===== src/prhm_map.vh =====
// Constants for the physical random generator health monitor.
// Assumes a single 50 MHz clock; included by its bare name.
`ifndef PRHM_MAP_VH
`define PRHM_MAP_VH

// Clock period and raw bit sampling period, in ns
`define PRHM_CLK_NS      8'h14
`define PRHM_SAMPLE_NS   8'h64
// Least time, so round up
`define PRHM_SAMPLE_CYC  ((`PRHM_SAMPLE_NS + `PRHM_CLK_NS - 8'h01) / `PRHM_CLK_NS)

// Identical raw bits in a row that mean a dead source
`define PRHM_TF_RUN      6'h30
// Online test window, last bit index (512 bits)
`define PRHM_WIN_LAST    9'h1FF
// Ones per window; bias of 0.032 stays inside, so entropy > 0.997
`define PRHM_ONES_LO     10'h0D8
`define PRHM_ONES_HI     10'h128
// Bit changes per window
`define PRHM_TRANS_LO    10'h0C8
`define PRHM_TRANS_HI    10'h138
// Untested windows between tests in interval mode
`define PRHM_SKIP_WIN    4'h8
// Reset value of data registers
`define PRHM_DATA_RST    8'h00

`endif


===== src/prhm_buf.v =====
// Two-entry octet buffer between the assembler and the output port.
// Assumes one clock, synchronous active-high reset; flush empties it.
`include "prhm_map.vh"

module prhm_buf
(
	input  wire       mclk,
	input  wire       rst,
	input  wire       flush,
	input  wire       wr_valid,
	input  wire [7:0] wr_data,
	output wire       wr_ready,
	output reg        rd_valid_q,
	output reg  [7:0] rd_data_q,
	input  wire       rd_ready
);

	reg        tail_v_q;
	reg  [7:0] tail_q;
	wire       push;
	wire       pop;

	// Head register is the output, so the port comes straight from a flop
	assign wr_ready = ~(rd_valid_q & tail_v_q);
	assign push     = wr_valid & wr_ready;
	assign pop      = rd_valid_q & rd_ready;

	always @(posedge mclk)
	begin
		if (rst || flush)
		begin
			rd_valid_q <= 1'b0;
			tail_v_q   <= 1'b0;
			rd_data_q  <= `PRHM_DATA_RST;
			tail_q     <= `PRHM_DATA_RST;
		end
		else if (pop)
		begin
			if (tail_v_q)
			begin
				rd_data_q <= tail_q;
				tail_v_q  <= push;
				if (push)
					tail_q <= wr_data;
			end
			else
			begin
				rd_valid_q <= push;
				if (push)
					rd_data_q <= wr_data;
			end
		end
		else if (push)
		begin
			if (!rd_valid_q)
			begin
				rd_valid_q <= 1'b1;
				rd_data_q  <= wr_data;
			end
			else
			begin
				tail_v_q <= 1'b1;
				tail_q   <= wr_data;
			end
		end
	end

endmodule // prhm_buf


===== src/prhm_top.v =====
// Physical random generator with stuck-source and statistical checks.
// Assumes raw_bit is an asynchronous entropy source and software drives
// the control inputs from the mclk domain.
`include "prhm_map.vh"

module prhm_top
(
	input  wire       mclk,
	input  wire       rst,
	input  wire       rng_en,
	input  wire       cont_mode,
	input  wire       selftest_req,
	input  wire       raw_bit,
	input  wire       out_ready,
	output wire [7:0] out_data,
	output wire       out_valid,
	output reg        tf_fail_q,
	output reg        ol_fail_q,
	output reg        rng_healthy_q,
	output reg        st_busy_q,
	output reg        st_done_q,
	output reg        st_pass_q
);

	localparam [3:0] ST_IDLE    = 4'h1;
	localparam [3:0] ST_STARTUP = 4'h2;
	localparam [3:0] ST_RUN     = 4'h4;
	localparam [3:0] ST_FAIL    = 4'h8;
	// Sample period fits three bits; cut on purpose
	localparam integer SMP_CYC  = `PRHM_SAMPLE_CYC;
	localparam [2:0] SMP_LAST   = SMP_CYC[2:0] - 3'h1;

	reg  [3:0] state_q;
	reg  [3:0] state_d;
	reg        sync1_q;
	reg        sync2_q;
	reg        sync3_q;
	reg        filt_q;
	reg  [2:0] smp_cnt_q;
	reg        last_q;
	reg  [5:0] run_q;
	reg  [8:0] win_q;
	reg  [9:0] ones_q;
	reg  [9:0] trans_q;
	reg  [3:0] skip_q;
	reg  [6:0] sh_q;
	reg  [2:0] bit_cnt_q;
	reg        asm_v_q;
	reg  [7:0] asm_q;

	wire       tick;
	wire       bit_now;
	wire       active;
	wire       tf_hit;
	wire       win_end;
	wire       testing;
	wire [9:0] ones_nx;
	wire [9:0] trans_nx;
	wire       win_pass;
	wire       st_start;
	wire       buf_ready;
	wire       accept;
	wire       flush;

	// Raw source is asynchronous; only agreeing later stages are trusted
	// Filter swallows a value that stands for a single clock
	always @(posedge mclk)
	begin
		if (rst)
		begin
			sync1_q <= 1'b0;
			sync2_q <= 1'b0;
			sync3_q <= 1'b0;
			filt_q  <= 1'b0;
		end
		else
		begin
			sync1_q <= raw_bit;
			sync2_q <= sync1_q;
			sync3_q <= sync2_q;
			if (sync2_q == sync3_q)
				filt_q <= sync3_q;
		end
	end

	// Sampling rate bounds how fast the source must toggle
	always @(posedge mclk)
	begin
		if (rst || !rng_en || smp_cnt_q == SMP_LAST)
			smp_cnt_q <= 3'h0;
		else
			smp_cnt_q <= smp_cnt_q + 3'h1;
	end

	assign active  = rng_en & ~state_q[0] & ~state_q[3];
	assign tick    = active & (smp_cnt_q == SMP_LAST);
	assign bit_now = filt_q;

	// stuck run detect
	// Limitation: octets from the first equal bits may leave before the run limit
	assign tf_hit = tick & (bit_now == last_q) & (run_q == `PRHM_TF_RUN - 6'h01);

	assign ones_nx  = ones_q + {9'h000, bit_now};
	assign trans_nx = trans_q + {9'h000, bit_now ^ last_q};
	assign win_end  = tick & (win_q == `PRHM_WIN_LAST);
	assign win_pass = (ones_nx >= `PRHM_ONES_LO) && (ones_nx <= `PRHM_ONES_HI) &&
	                  (trans_nx >= `PRHM_TRANS_LO) && (trans_nx <= `PRHM_TRANS_HI);
	// interval or continuous
	// Untested windows still gather counts; only their verdict is dropped
	assign testing  = cont_mode | (skip_q == 4'h0) | state_q[1] | st_busy_q;

	// Self-test restarts the window so its verdict covers fresh bits only
	assign st_start = selftest_req & active & ~st_busy_q;

	always @*
	begin
		state_d = state_q;
		case (state_q)
			ST_IDLE:
			begin
				if (rng_en)
					state_d = ST_STARTUP;
			end
			ST_STARTUP:
			begin
				if (tf_hit || (win_end && !win_pass))
					state_d = ST_FAIL;
				else if (win_end)
					state_d = ST_RUN;
			end
			ST_RUN:
			begin
				if (tf_hit || (win_end && testing && !win_pass))
					state_d = ST_FAIL;
			end
			ST_FAIL:
			begin
				state_d = ST_FAIL;
			end
			default:
			begin
				state_d = ST_IDLE;
			end
		endcase
		if (!rng_en)
			state_d = ST_IDLE;
	end

	always @(posedge mclk)
	begin
		if (rst)
		begin
			state_q       <= ST_IDLE;
			tf_fail_q     <= 1'b0;
			ol_fail_q     <= 1'b0;
			rng_healthy_q <= 1'b0;
		end
		else
		begin
			state_q       <= state_d;
			rng_healthy_q <= (state_d == ST_RUN);
			// Flags stay until software restarts the generator
			// Clear needs idle and set needs active, so they never meet
			if (state_q == ST_IDLE && rng_en)
			begin
				tf_fail_q <= 1'b0;
				ol_fail_q <= 1'b0;
			end
			else if (active && state_d == ST_FAIL)
			begin
				tf_fail_q <= tf_fail_q | tf_hit;
				ol_fail_q <= ol_fail_q | ~tf_hit;
			end
		end
	end

	always @(posedge mclk)
	begin
		if (rst || !active)
		begin
			last_q  <= 1'b0;
			run_q   <= 6'h00;
			win_q   <= 9'h000;
			ones_q  <= 10'h000;
			trans_q <= 10'h000;
			skip_q  <= 4'h0;
		end
		else
		begin
			if (tick)
			begin
				last_q <= bit_now;
				if (bit_now != last_q)
					run_q <= 6'h01;
				else if (run_q != `PRHM_TF_RUN)
					run_q <= run_q + 6'h01;
			end
			if (st_start || win_end)
			begin
				win_q   <= 9'h000;
				ones_q  <= 10'h000;
				trans_q <= 10'h000;
			end
			else if (tick)
			begin
				win_q   <= win_q + 9'h001;
				ones_q  <= ones_nx;
				trans_q <= trans_nx;
			end
			if (win_end && testing)
				skip_q <= `PRHM_SKIP_WIN;
			else if (win_end)
				skip_q <= skip_q - 4'h1;
		end
	end

	always @(posedge mclk)
	begin
		if (rst)
		begin
			st_busy_q <= 1'b0;
			st_done_q <= 1'b0;
			st_pass_q <= 1'b0;
		end
		else if (st_start)
		begin
			st_busy_q <= 1'b1;
			st_done_q <= 1'b0;
			st_pass_q <= 1'b0;
		end
		else if (st_busy_q && (!active || tf_hit || win_end))
		begin
			st_busy_q <= 1'b0;
			st_done_q <= 1'b1;
			st_pass_q <= active & ~tf_hit & win_pass;
		end
	end

	// Buffer refuses while both entries hold; slow bit rate hides the gap
	assign accept = asm_v_q & buf_ready;
	// drop queued octets
	// Next state, so queued octets die on the failing edge itself
	assign flush  = (state_d != ST_RUN);

	// Source cannot stall, so bits arriving while full are skipped
	always @(posedge mclk)
	begin
		if (rst || flush)
		begin
			sh_q      <= 7'h00;
			bit_cnt_q <= 3'h0;
			asm_v_q   <= 1'b0;
			asm_q     <= `PRHM_DATA_RST;
		end
		else if (tick && (!asm_v_q || accept))
		begin
			sh_q      <= {sh_q[5:0], bit_now};
			bit_cnt_q <= bit_cnt_q + 3'h1;
			if (bit_cnt_q == 3'h7)
			begin
				asm_v_q <= 1'b1;
				asm_q   <= {sh_q, bit_now};
			end
			else
				asm_v_q <= 1'b0;
		end
		else if (accept)
			asm_v_q <= 1'b0;
	end

	prhm_buf u_buf
	(
		.mclk       (mclk),
		.rst        (rst),
		.flush      (flush),
		.wr_valid   (asm_v_q),
		.wr_data    (asm_q),
		.wr_ready   (buf_ready),
		.rd_valid_q (out_valid),
		.rd_data_q  (out_data),
		.rd_ready   (out_ready)
	);

endmodule // prhm_top


===== config.mk =====
export PLATFORM = sky130hd
export DESIGN_NAME = prhm_top
export DESIGN_NICKNAME = d
export VERILOG_FILES = /design/src/prhm_buf.v /design/src/prhm_top.v
export VERILOG_INCLUDE_DIRS = /design/src
export SDC_FILE = /design/constraint.sdc
export NUM_CORES = 1
export LEC_CHECK = 0
export BUFFER_PORTS_ARGS = -buffer_cell sky130_fd_sc_hd__buf_2
export CAP_MARGIN = 20
export CORE_ASPECT_RATIO = 0.9
export CORE_UTILIZATION = 55
export DETAILED_ROUTE_END_ITERATION = 12
export PLACE_DENSITY = 0.77
export SLEW_MARGIN = 20
export SYNTH_ARGS = -nofsm -noshare
export SYNTH_HDL_FRONTEND = slang
export SYNTH_SLANG_ARGS = --single-unit

===== constraint.sdc =====
create_clock -name mclk -period 2.6 [get_ports mclk]
set_input_delay 0.39 -clock mclk [delete_from_list [all_inputs] [get_ports mclk]]
set_output_delay 0.39 -clock mclk [all_outputs]
set_load 0.01 [all_outputs]

Word-level counts from Yosys, hierarchy flattened

Cells that the tools add are included.

$add $sub $neg: 7
$mul: 0
Divide/modulo/power cells: 0
Order comparisons: 4
Equality and inequality tests: 19
Shifts and indexed selects: 0
Mux-type cells: 30
Bitwise logic cells: 24
Reductions and logical operators: 42

Operator list:

| kind                  | count |
|---|---|
| $mux W8               | 9 |
| $mux W4               | 6 |
| $add A10 B1 Y10       | 2 |
| $ge A10 B8 Y1 const B | 2 |
| $le A10 B9 Y1 const B | 2 |
| $pmux W4 S4           | 1 |
| $reduce_bool A2 Y1    | 7 |
| $and A1 B1 Y1         | 13 |
| $mux W1               | 12 |
| $mux W6               | 2 |
| $logic_and A1 B1 Y1   | 10 |
| $logic_or A1 B1 Y1    | 10 |
| $add A9 B1 Y9 const B | 1 |
| $eq A9 B9 Y1 const B  | 1 |
| $eq A4 B3 Y1 const B  | 2 |
| $eq A4 B4 Y1 const B  | 2 |
| $reduce_and A2 Y1     | 4 |
| $reduce_or A2 Y1      | 4 |
| $add A3 B1 Y3 const B | 2 |
| $add A6 B1 Y6 const B | 1 |
| $eq A3 B3 Y1 const B  | 2 |
| $eq A6 B6 Y1 const B  | 1 |
| $ne A2 B2 Y1 const B  | 3 |
| $ne A6 B6 Y1 const B  | 1 |
| other kinds (14)      | 26 |

Flip-flop bits (word level): 94
Latch bits: 0
RAM bits: 0
ROM bits: 0
Output and inout port bits: 15
Logic and storage cells: 153
Memories: 0

Depth between registers and ports, before layout

Gate-level depths: netlist of the first run.

Depth in word-level cells: 13
Depth in mapped cells: 14
Gate-level depth less buffers: 11

Modules after synthesis

From an unflattened synthesis of the first run, not the netlist that was laid out.

Cells, all modules: 533
Area, all modules: 4,685.7 µm²

Modules (own cells, without submodules):

| module   | times used | cells each | area each (µm²) |
|---|---|---|---|
| prhm_top | 1          | 449        | 3,948.8 |
| prhm_buf | 1          | 84         | 737.0 |

Worst setup path after synthesis of the first run

Ideal clock, no wire load.

Path kind: register to register
Start: register filt_q (netlist: bit_now)
End: register asm_q[7]
Setup time: 123 ps
Data arrival time: 2,638 ps
Required time: 2,477 ps
Setup slack: -162 ps
Stages on the path, launching flop included: 15
Path through: dfxtp_1 xnor2_1 inv_1 ha_1 ha_1 clkbuf_1 a211o_1 a21oi_1 nor4b_1 a41oi_1 nand3_1 a31oi_1 buf_4 buf_6 nor3_2

Word-level cells in the longest chain between the ends: 13

Ends and longest elaborated chain:

| what                                                           | line                           | RTL |
|---|---|---|
| start, declared                                                | prhm_top.v:38                  | `reg filt_q;` |
| start signal, assigned                                         | prhm_top.v:82                  | `filt_q <= sync3_q;` |
| $xor A1 B1 Y1 or $add A10 B1 Y10 (tied branches)               | prhm_top.v:104, prhm_top.v:103 |  |
| $add A10 B1 Y10, or another cell as far along                  | prhm_top.v:104                 | `assign trans_nx = trans_q + {9'h000, bit_now ^ last_q};` |
| $ge A10 B8 Y1 (no line) or $logic_and A1 B1 Y1 (tied branches) | --                             |  |
| $logic_and A1 B1 Y1 (2 in a row)                               | prhm_top.v:106                 | `` assign win_pass = (ones_nx >= `PRHM_ONES_LO) && (ones_nx <= `PRHM_ONES_HI) && `` |
| $logic_not A1 Y1                                               | prhm_top.v:126, prhm_top.v:133 |  |
| $logic_and A1 B1 Y1, on equally long branches                  | prhm_top.v:133, prhm_top.v:126 |  |
| $logic_or A1 B1 Y1, on equally long branches                   | prhm_top.v:133, prhm_top.v:126 |  |
| $mux W4, on equally long branches                              | prhm_top.v:133, prhm_top.v:126 |  |
| $pmux W4 S4 *                                                  | prhm_top.v:118                 | `case (state_q)` |
| $mux W4 *                                                      | prhm_top.v:145                 | `if (!rng_en)` |
| $ne A4 B3 Y1 *                                                 | prhm_top.v:243                 | `assign flush = (state_d != ST_RUN);` |
| $logic_or A1 B1 Y1 *                                           | prhm_top.v:248                 | `if (rst \|\| flush)` |
| end signal, assigned                                           | prhm_top.v:253                 | `` asm_q <= `PRHM_DATA_RST; `` |
| end signal, assigned                                           | prhm_top.v:262                 | `asm_q <= {sh_q, bit_now};` |
| end, declared                                                  | prhm_top.v:49                  | `reg [7:0] asm_q;` |

Mark *: on every way between the ends. The rest lies on a longest branch, timed or not.
A chain may end at the register's enable or synchronous reset.

Worst setup path in the final report of the first run

Start: register filt_q (netlist: bit_now)
End: register asm_q[0]

Word-level cells in the longest chain between the ends: 13

Ends and longest elaborated chain:

| what                                                           | line |
|---|---|
| $xor A1 B1 Y1 or $add A10 B1 Y10 (tied branches)               | prhm_top.v:104, prhm_top.v:103 |
| $add A10 B1 Y10, or another cell as far along                  | prhm_top.v:104 |
| $ge A10 B8 Y1 (no line) or $logic_and A1 B1 Y1 (tied branches) | -- |
| $logic_and A1 B1 Y1 (2 in a row)                               | prhm_top.v:106 |
| $logic_not A1 Y1                                               | prhm_top.v:126, prhm_top.v:133 |
| $logic_and A1 B1 Y1, on equally long branches                  | prhm_top.v:133, prhm_top.v:126 |
| $logic_or A1 B1 Y1, on equally long branches                   | prhm_top.v:133, prhm_top.v:126 |
| $mux W4, on equally long branches                              | prhm_top.v:133, prhm_top.v:126 |
| $pmux W4 S4                                                    | prhm_top.v:118 |
| $mux W4                                                        | prhm_top.v:145 |
| $ne A4 B3 Y1                                                   | prhm_top.v:243 |
| $logic_or A1 B1 Y1                                             | prhm_top.v:248 |

Several ways; a longest one is shown, not always the timed one.

==> results.json, run 1 <==
{
  "crit_required_ns": 2.90,
  "row_count": 31,
  "fmax_mhz": 378,
  "setup_ws_ns": -0.0425,
  "ys.flop_type": "dfxtp_1",
  "area_delta_synth_final_pct": 21.2,
  "reg2reg_to": "asm_q[0]",
  "rsz0062_at_grt": "true",
  "yosysSeqAreaShare": 0.414,
  "maxSlewViolCount": 0,
  "synth_area_leader_cell": "dfxtp_1",
  "clkLatencyLatePin_ns": 0.38,
  "hpwl_mm": 6.36,
  "grt_usage": 0.220,
  "post_synth_and_or_nand_nor_area_fraction": 0.255,
  "synth_xor_area_frac": 0.0655,
  "cpLargestDelayFamily": "compound AO/OA/AOI/OAI gates",
  "nets": 583,
  "clk_pin_slew_ns": 0.10,
  "holdPathEnd": "sync1_q",
  "grt_max_degree": 40,
  "final_util": 0.686,
  "synth_compound_area_frac": 0.104,
  "core_sq_um": 8030,
  "start_util": 0.566,
  "drive_above_1_share": 0.225,
  "pre_cts_ws_ns": -0.0880,
  "dieArea_sq_um": 8630,
  "failed_checks": "design-rule violations, negative setup slack",
  "fin_skew_ns": 0.0177,
  "cp_num_buf_inv": 4,
  "synthAdderAreaFrac": 0.0358,
  "min_from": "raw_bit",
  "timing.rr.start": "bit_now",
  "cts-htree-levels": 3,
  "synth-edff-count": 0,
  "cts.sinks": 94,
  "rrSetupSlack_ns": -0.04,
  "gp_congestion": 0.788,
  "drtIter0Drc": 218,
  "cts_root_buffer": "clkbuf_8",
  "netlist_area_sq_um": 4540,
  "ys_types": 54,
  "slowest_delay_ns": 0.42,
  "setup_violations": 4,
  "cap_violations": 0,
  "io_buffers": 21,
  "fp.dieH_microns": 88.2,
  "path_max_fanout": 5,
  "multi_input_area_sq_um": 2750,
  "ff2ff_path_depth": 12,
  "p_leak_uw": 0.00203,
  "n_fill_cell": 599,
  "syn_area_per_cell_sq_um": 8.70,
  "power.density_nw_per_um2": 441,
  "crit_type": "flip-flop to flip-flop",
  "synthArstFlopShare": 0,
  "min_period_ns": 2.64,
  "finalPower_uw": 2430,
  "grt_pass1_wl_mm": 15.4,
  "hp-class": "primary input to flip-flop",
  "yosysTopAreaCellShare": 0.414,
  "min_period_over_period": 1.02,
  "io_pins": 22,
  "ys_ff_latch": 94,
  "antenna_found_initial": 0,
  "routed-via-count": 3895,
  "regArea_sq_um": 1890,
  "hold_violations": 0,
  "status": "complete, but fails checks",
  "worstSetupEndpointType": "flip-flop",
  "grt_overflow_total": 0,
  "syn_nets": 542,
  "wl_mm": 10.5,
  "crit_top_cell": "buf_4",
  "cts_buffer_depth": 2,
  "min_path_cells": 2,
  "synth_top_family_by_area": "simple AND/OR/NAND/NOR gates",
  "netlist_instances": 522,
  "ys_warn_count": 0,
  "routed_via_density": 5.84,
  "relSlewSlack": 0.568,
  "cp_slowest_cell": "dfxtp_4",
  "cts_tree": "done",
  "tightestPinTransition_ns": 0.648,
  "crit_chain": "ha_4, buf_4, nand3_1, nor4b_1, o211a_1, o32ai_2, a311oi_2, buf_4, a31oi_4, buf_12, clkbuf_16, nor3_4",
  "arrival_ns": 2.94,
  "first_pass_iters": 8,
  "post-route-drc-count": 2,
  "wire_per_inst_microns": 15.8,
  "die_w_microns": 97.8,
  "start_kind": "flip-flop",
  "synthMuxAreaShare": 0.0823,
  "postRouteAntennaNets": 0,
  "ir_drop_mv": 0.282,
  "grt_pass1_vias": 3449,
  "diodes": 0,
  "numCtsBuffers": 9,
  "synth_area_leaders": "dfxtp_1 (41%), mux2i_1 (7.5%), nor2_1 (4.7%), nor3_1 (4.4%), nand2_1 (3.7%)"
}
report_power, final:
part           internal [uW]  switching (uW)  total [uW]  leakage, uW
Sequential              1440            6.72        1450     0.000759
Clock                    368             566         934    0.0000892
Combinational           18.4            24.0        42.4      0.00118
Total                   1830             597        2430      0.00203
synthesized netlist by cell type (all sizes together), types with 5 or more instances:
library cell,count
inv,12
dfxtp,94
buf,16
o21a,5
nand2,45
a21oi,33
mux2i,34
or3,6
nand3,17
xnor2,16
o21ai,13
nand4,13
clkbuf,14
nand2b,11
and3,6
ha,13
nor2,57
nor3,48
xor2,18
cell usage in the layout (no fill, tap or decap), types with 13 or more instances in the layout:
master and count:
xnor2_1 14, nor3_1 19, nor3_2 23, dfxtp_1 92, buf_4 30, a21oi_1 31, nand4_1 13, buf_2 21
nand2_1 45, nand3_1 16, nor2_1 56, mux2i_1 34, xor2_1 18
layout make-up:
cell class	instances	share of cell area
Tap cell	99	0.0225
Clock inverter	7	0.0111
Sequential cell	94	0.343
Clock buffer	9	0.0225
Timing Repair Buffer	60	0.0936
Inverter	12	0.00818
Multi-Input combinational cell	386	0.499
repair_timing:
item                                    CTS  global route
setup buffers                             4             3
resized for setup                        12            42
hold buffers                              0             0
cloned                                    1             3
endpoints found under the setup margin   39            40
pin swaps                                 4            18
layer usage:
layer / track usage / up-vias / wire length (microns)
met1: 0.276 / 1880 / 4610
met3: 0.0537 / 16 / 475
li1: - / 1903 / -
met5: 0 / - / 0
met2: 0.377 / 96 / 5290
met4: 0.0730 / 0 / 140
state kept, by name, indices dropped and copies added, names as in the netlist, 4 cells and up:
name / flops
sh_q: 7
trans_q: 10
asm_q: 8
state_q: 4
u_buf.rd_data_q: 8
ones_q: 10
u_buf.tail_q: 8
run_q: 6
skip_q: 4
win_q: 9
worst max path at each step:
stage             from         endpoint  slack (ns)  depth (start not counted)
2_1_floorplan   last_q         asm_q[7]      0.0002                         14
5_1_grt        bit_now          sh_q[2]       -0.15                         14
3_3_place_gp   bit_now         asm_q[2]       0.002                         12
6_report       bit_now         asm_q[0]       -0.04                         12
4_1_cts        bit_now  u_buf.tail_q[3]        0.02                         14
3_5_place_dp   bit_now     bit_cnt_q[0]       -0.09                         10
through the flow:
step | TNS [ns] | hold WS (ns) | cell area (sq um) | instances
global placement | 0 | 0.416 | 4880 | 640
global route | -2.52 | 0.242 | 5510 | 667
CTS | 0 | 0.235 | 5180 | 661
finish | -0.0955 | 0.236 | 5510 | 667
floorplan | 0 | 0.414 | 4560 | 522
detailed placement | -1.84 | 0.428 | 4880 | 640
kinds of logic after synthesis:
group | after synthesis
mux | 37
fa+ha+maj | 13
simple gates | 227
xor+xnor | 34
flops | 94
compound gates | 75
buf+inv | 42
Note: power is estimated with default switching activity, not from simulation.
==> run 2, diff against run 1 <==
--- a/config.mk
+++ b/config.mk
@@ -11,7 +11,7 @@
 export CORE_ASPECT_RATIO = 0.9
 export CORE_UTILIZATION = 55
 export DETAILED_ROUTE_END_ITERATION = 12
-export PLACE_DENSITY = 0.77
+export PLACE_DENSITY = 0.76
 export SLEW_MARGIN = 20
 export SYNTH_ARGS = -nofsm -noshare
 export SYNTH_HDL_FRONTEND = slang
==> results.json, run 2 (synthesis results as in run 1) <==
{
  "cap_violations": 0,
  "pre_cts_ws_ns": -0.100,
  "grt_overflow_total": 0,
  "area_delta_synth_final_pct": 16.6,
  "first_pass_iters": 8,
  "ir_drop_mv": 0.376,
  "drive_above_1_share": 0.197,
  "fin_skew_ns": 0.0171,
  "dp.cells": 639,
  "grt_usage": 0.224,
  "cts_hold_buf": 0,
  "reg_top3": "ones_q (10), trans_q (10), win_q (9)",
  "min_period_ns": 2.59,
  "io_buffers": 21,
  "n_fill_cell": 588,
  "setup_violations": 0,
  "postRouteAntennaNets": 0,
  "crit_type": "flip-flop to flip-flop",
  "crit_top_cell": "ha_4",
  "routed-via-count": 3706,
  "timing.rr.start": "bit_now",
  "relSlewSlack": 0.639,
  "min_path_cells": 2,
  "final_util": 0.660,
  "fmax_mhz": 386,
  "cts-htree-levels": 3,
  "setup_ws_ns": 0.00763,
  "io_pins": 22,
  "cts_buffer_depth": 2,
  "grt_pass1_wl_mm": 15.5,
  "hold_violations": 0,
  "tightestPinTransition_ns": 0.540,
  "diodes": 0,
  "slowest_delay_ns": 0.39,
  "dieArea_sq_um": 8630,
  "routed_via_density": 5.59,
  "p_leak_uw": 0.00198,
  "rsz0062_at_grt": "true",
  "clkLatencyLatePin_ns": 0.38,
  "cp_slowest_cell": "dfxtp_4",
  "nets": 579,
  "crit_chain": "ha_4, ha_4, and3b_1, mux2_2, a211o_1, nand3_1, a311oi_2, buf_4, a31oi_4, buf_6, buf_12, nor3_1",
  "numCtsBuffers": 9,
  "stdcell_count": 663,
  "row_count": 31,
  "placed_cell_area_sq_um": 4860,
  "start_kind": "flip-flop",
  "core_sq_um": 8030,
  "post-route-drc-count": 5,
  "die_w_microns": 97.8,
  "maxSlewViolCount": 0,
  "clk_pin_slew_ns": 0.11,
  "grt_max_degree": 40,
  "min_period_over_period": 0.997,
  "layout_commonest_cell": "dfxtp_1",
  "min_from": "selftest_req",
  "rrSetupSlack_ns": 0.008,
  "crit_start": "bit_now",
  "crit_required_ns": 2.85,
  "gp_congestion": 0.822,
  "failed_checks": "design-rule violations",
  "cts.sinks": 94,
  "ff2ff_path_depth": 12,
  "cts_tree": "done",
  "worstSetupEndpointType": "flip-flop",
  "path_max_fanout": 12,
  "hpwl_mm": 6.36,
  "antenna_found_initial": 0,
  "wire_per_inst_microns": 14.2,
  "power.density_nw_per_um2": 465,
  "grt_pass1_vias": 3473,
  "fp.dieH_microns": 88.2,
  "cts_root_buffer": "clkbuf_8",
  "wl_mm": 9.44,
  "start_util": 0.566,
  "design_area_sq_um": 5300,
  "arrival_ns": 2.84,
  "status": "complete, but fails checks",
  "finalHoldWorstSlack_ns": 0.236,
  "drtIter0Drc": 188,
  "mostFrequentLayoutCells": "dfxtp_1 (92), nor2_1 (55), nand2_1 (45)",
  "hp-class": "primary input to flip-flop"
}
## run 2: cell count changes in the layout (fill, tap and decap cells not counted), moves of 2 or more
cell       change
nor3_1        +14
nor3_2         -8
nor3_4         -6
clkbuf_16      -3
inv_6          -3
buf_12         -2
inv_8          +2
nor2_2         +2
## run 2: report_power, final
group | internal [uW] | leakage [uW] | total (uW) | switching, uW
logic | 18.4 | 0.00113 | 42.4 | 24.0
clock network | 381 | 0.0000985 | 973 | 592
registers | 1440 | 0.000759 | 1450 | 6.46
total | 1840 | 0.00198 | 2470 | 622
## run 2: metrics by stage
step	setup TNS, ns	total power, uW
after CTS	-0.678	2480
final	0	2470
after global routing	-2.14	2540
after floorplan	0	1510
after detailed placement	-2.40	1530
after global placement	-0.102	1520
## run 2: worst max-delay path: cells and delay by family, from the launching register on
family	cells	cell delay [ns]
buffers and inverters	3	0.46
multiplexers	1	0.26
adder cells (fa/ha/maj)	2	0.34
AO/OA/AOI/OAI	3	0.70
flip-flops	1	0.39
AND/OR/NAND/NOR	3	0.32
## run 2: layout make-up
cell class,instances,area (sq um),share of cell area
Clock buffer,9,124,0.0234
Clock inverter,7,75.1,0.0142
Inverter,12,45.0,0.00850
Multi-Input combinational cell,386,2630,0.497
Sequential cell,94,1890,0.356
Tap cell,99,124,0.0234
Timing Repair Buffer,56,412,0.0777
## run 2: final timing paths
check               to
max            sh_q[0]
min          st_done_q
max reg2reg    sh_q[0]
min reg2reg    bit_now
## run 2: repair_timing
| action | CTS | global route |
|---|---|---|
| endpoints found under the setup margin | 39 | 39 |
| pin swaps | 6 | 10 |
| resized for setup | 15 | 18 |
| setup buffers | 6 | 3 |
| gates cloned | 1 | 0 |
## run 2: layer usage
layer  share of wire  track usage  wire, microns  vias to the layer above
li1                -            -              -                     1905
met1            0.47        0.266           4430                     1745
met2            0.49        0.404           4630                       46
met3           0.030       0.0466            279                       10
met4           0.011       0.0840            107                        0
met5               0            0              0                        -
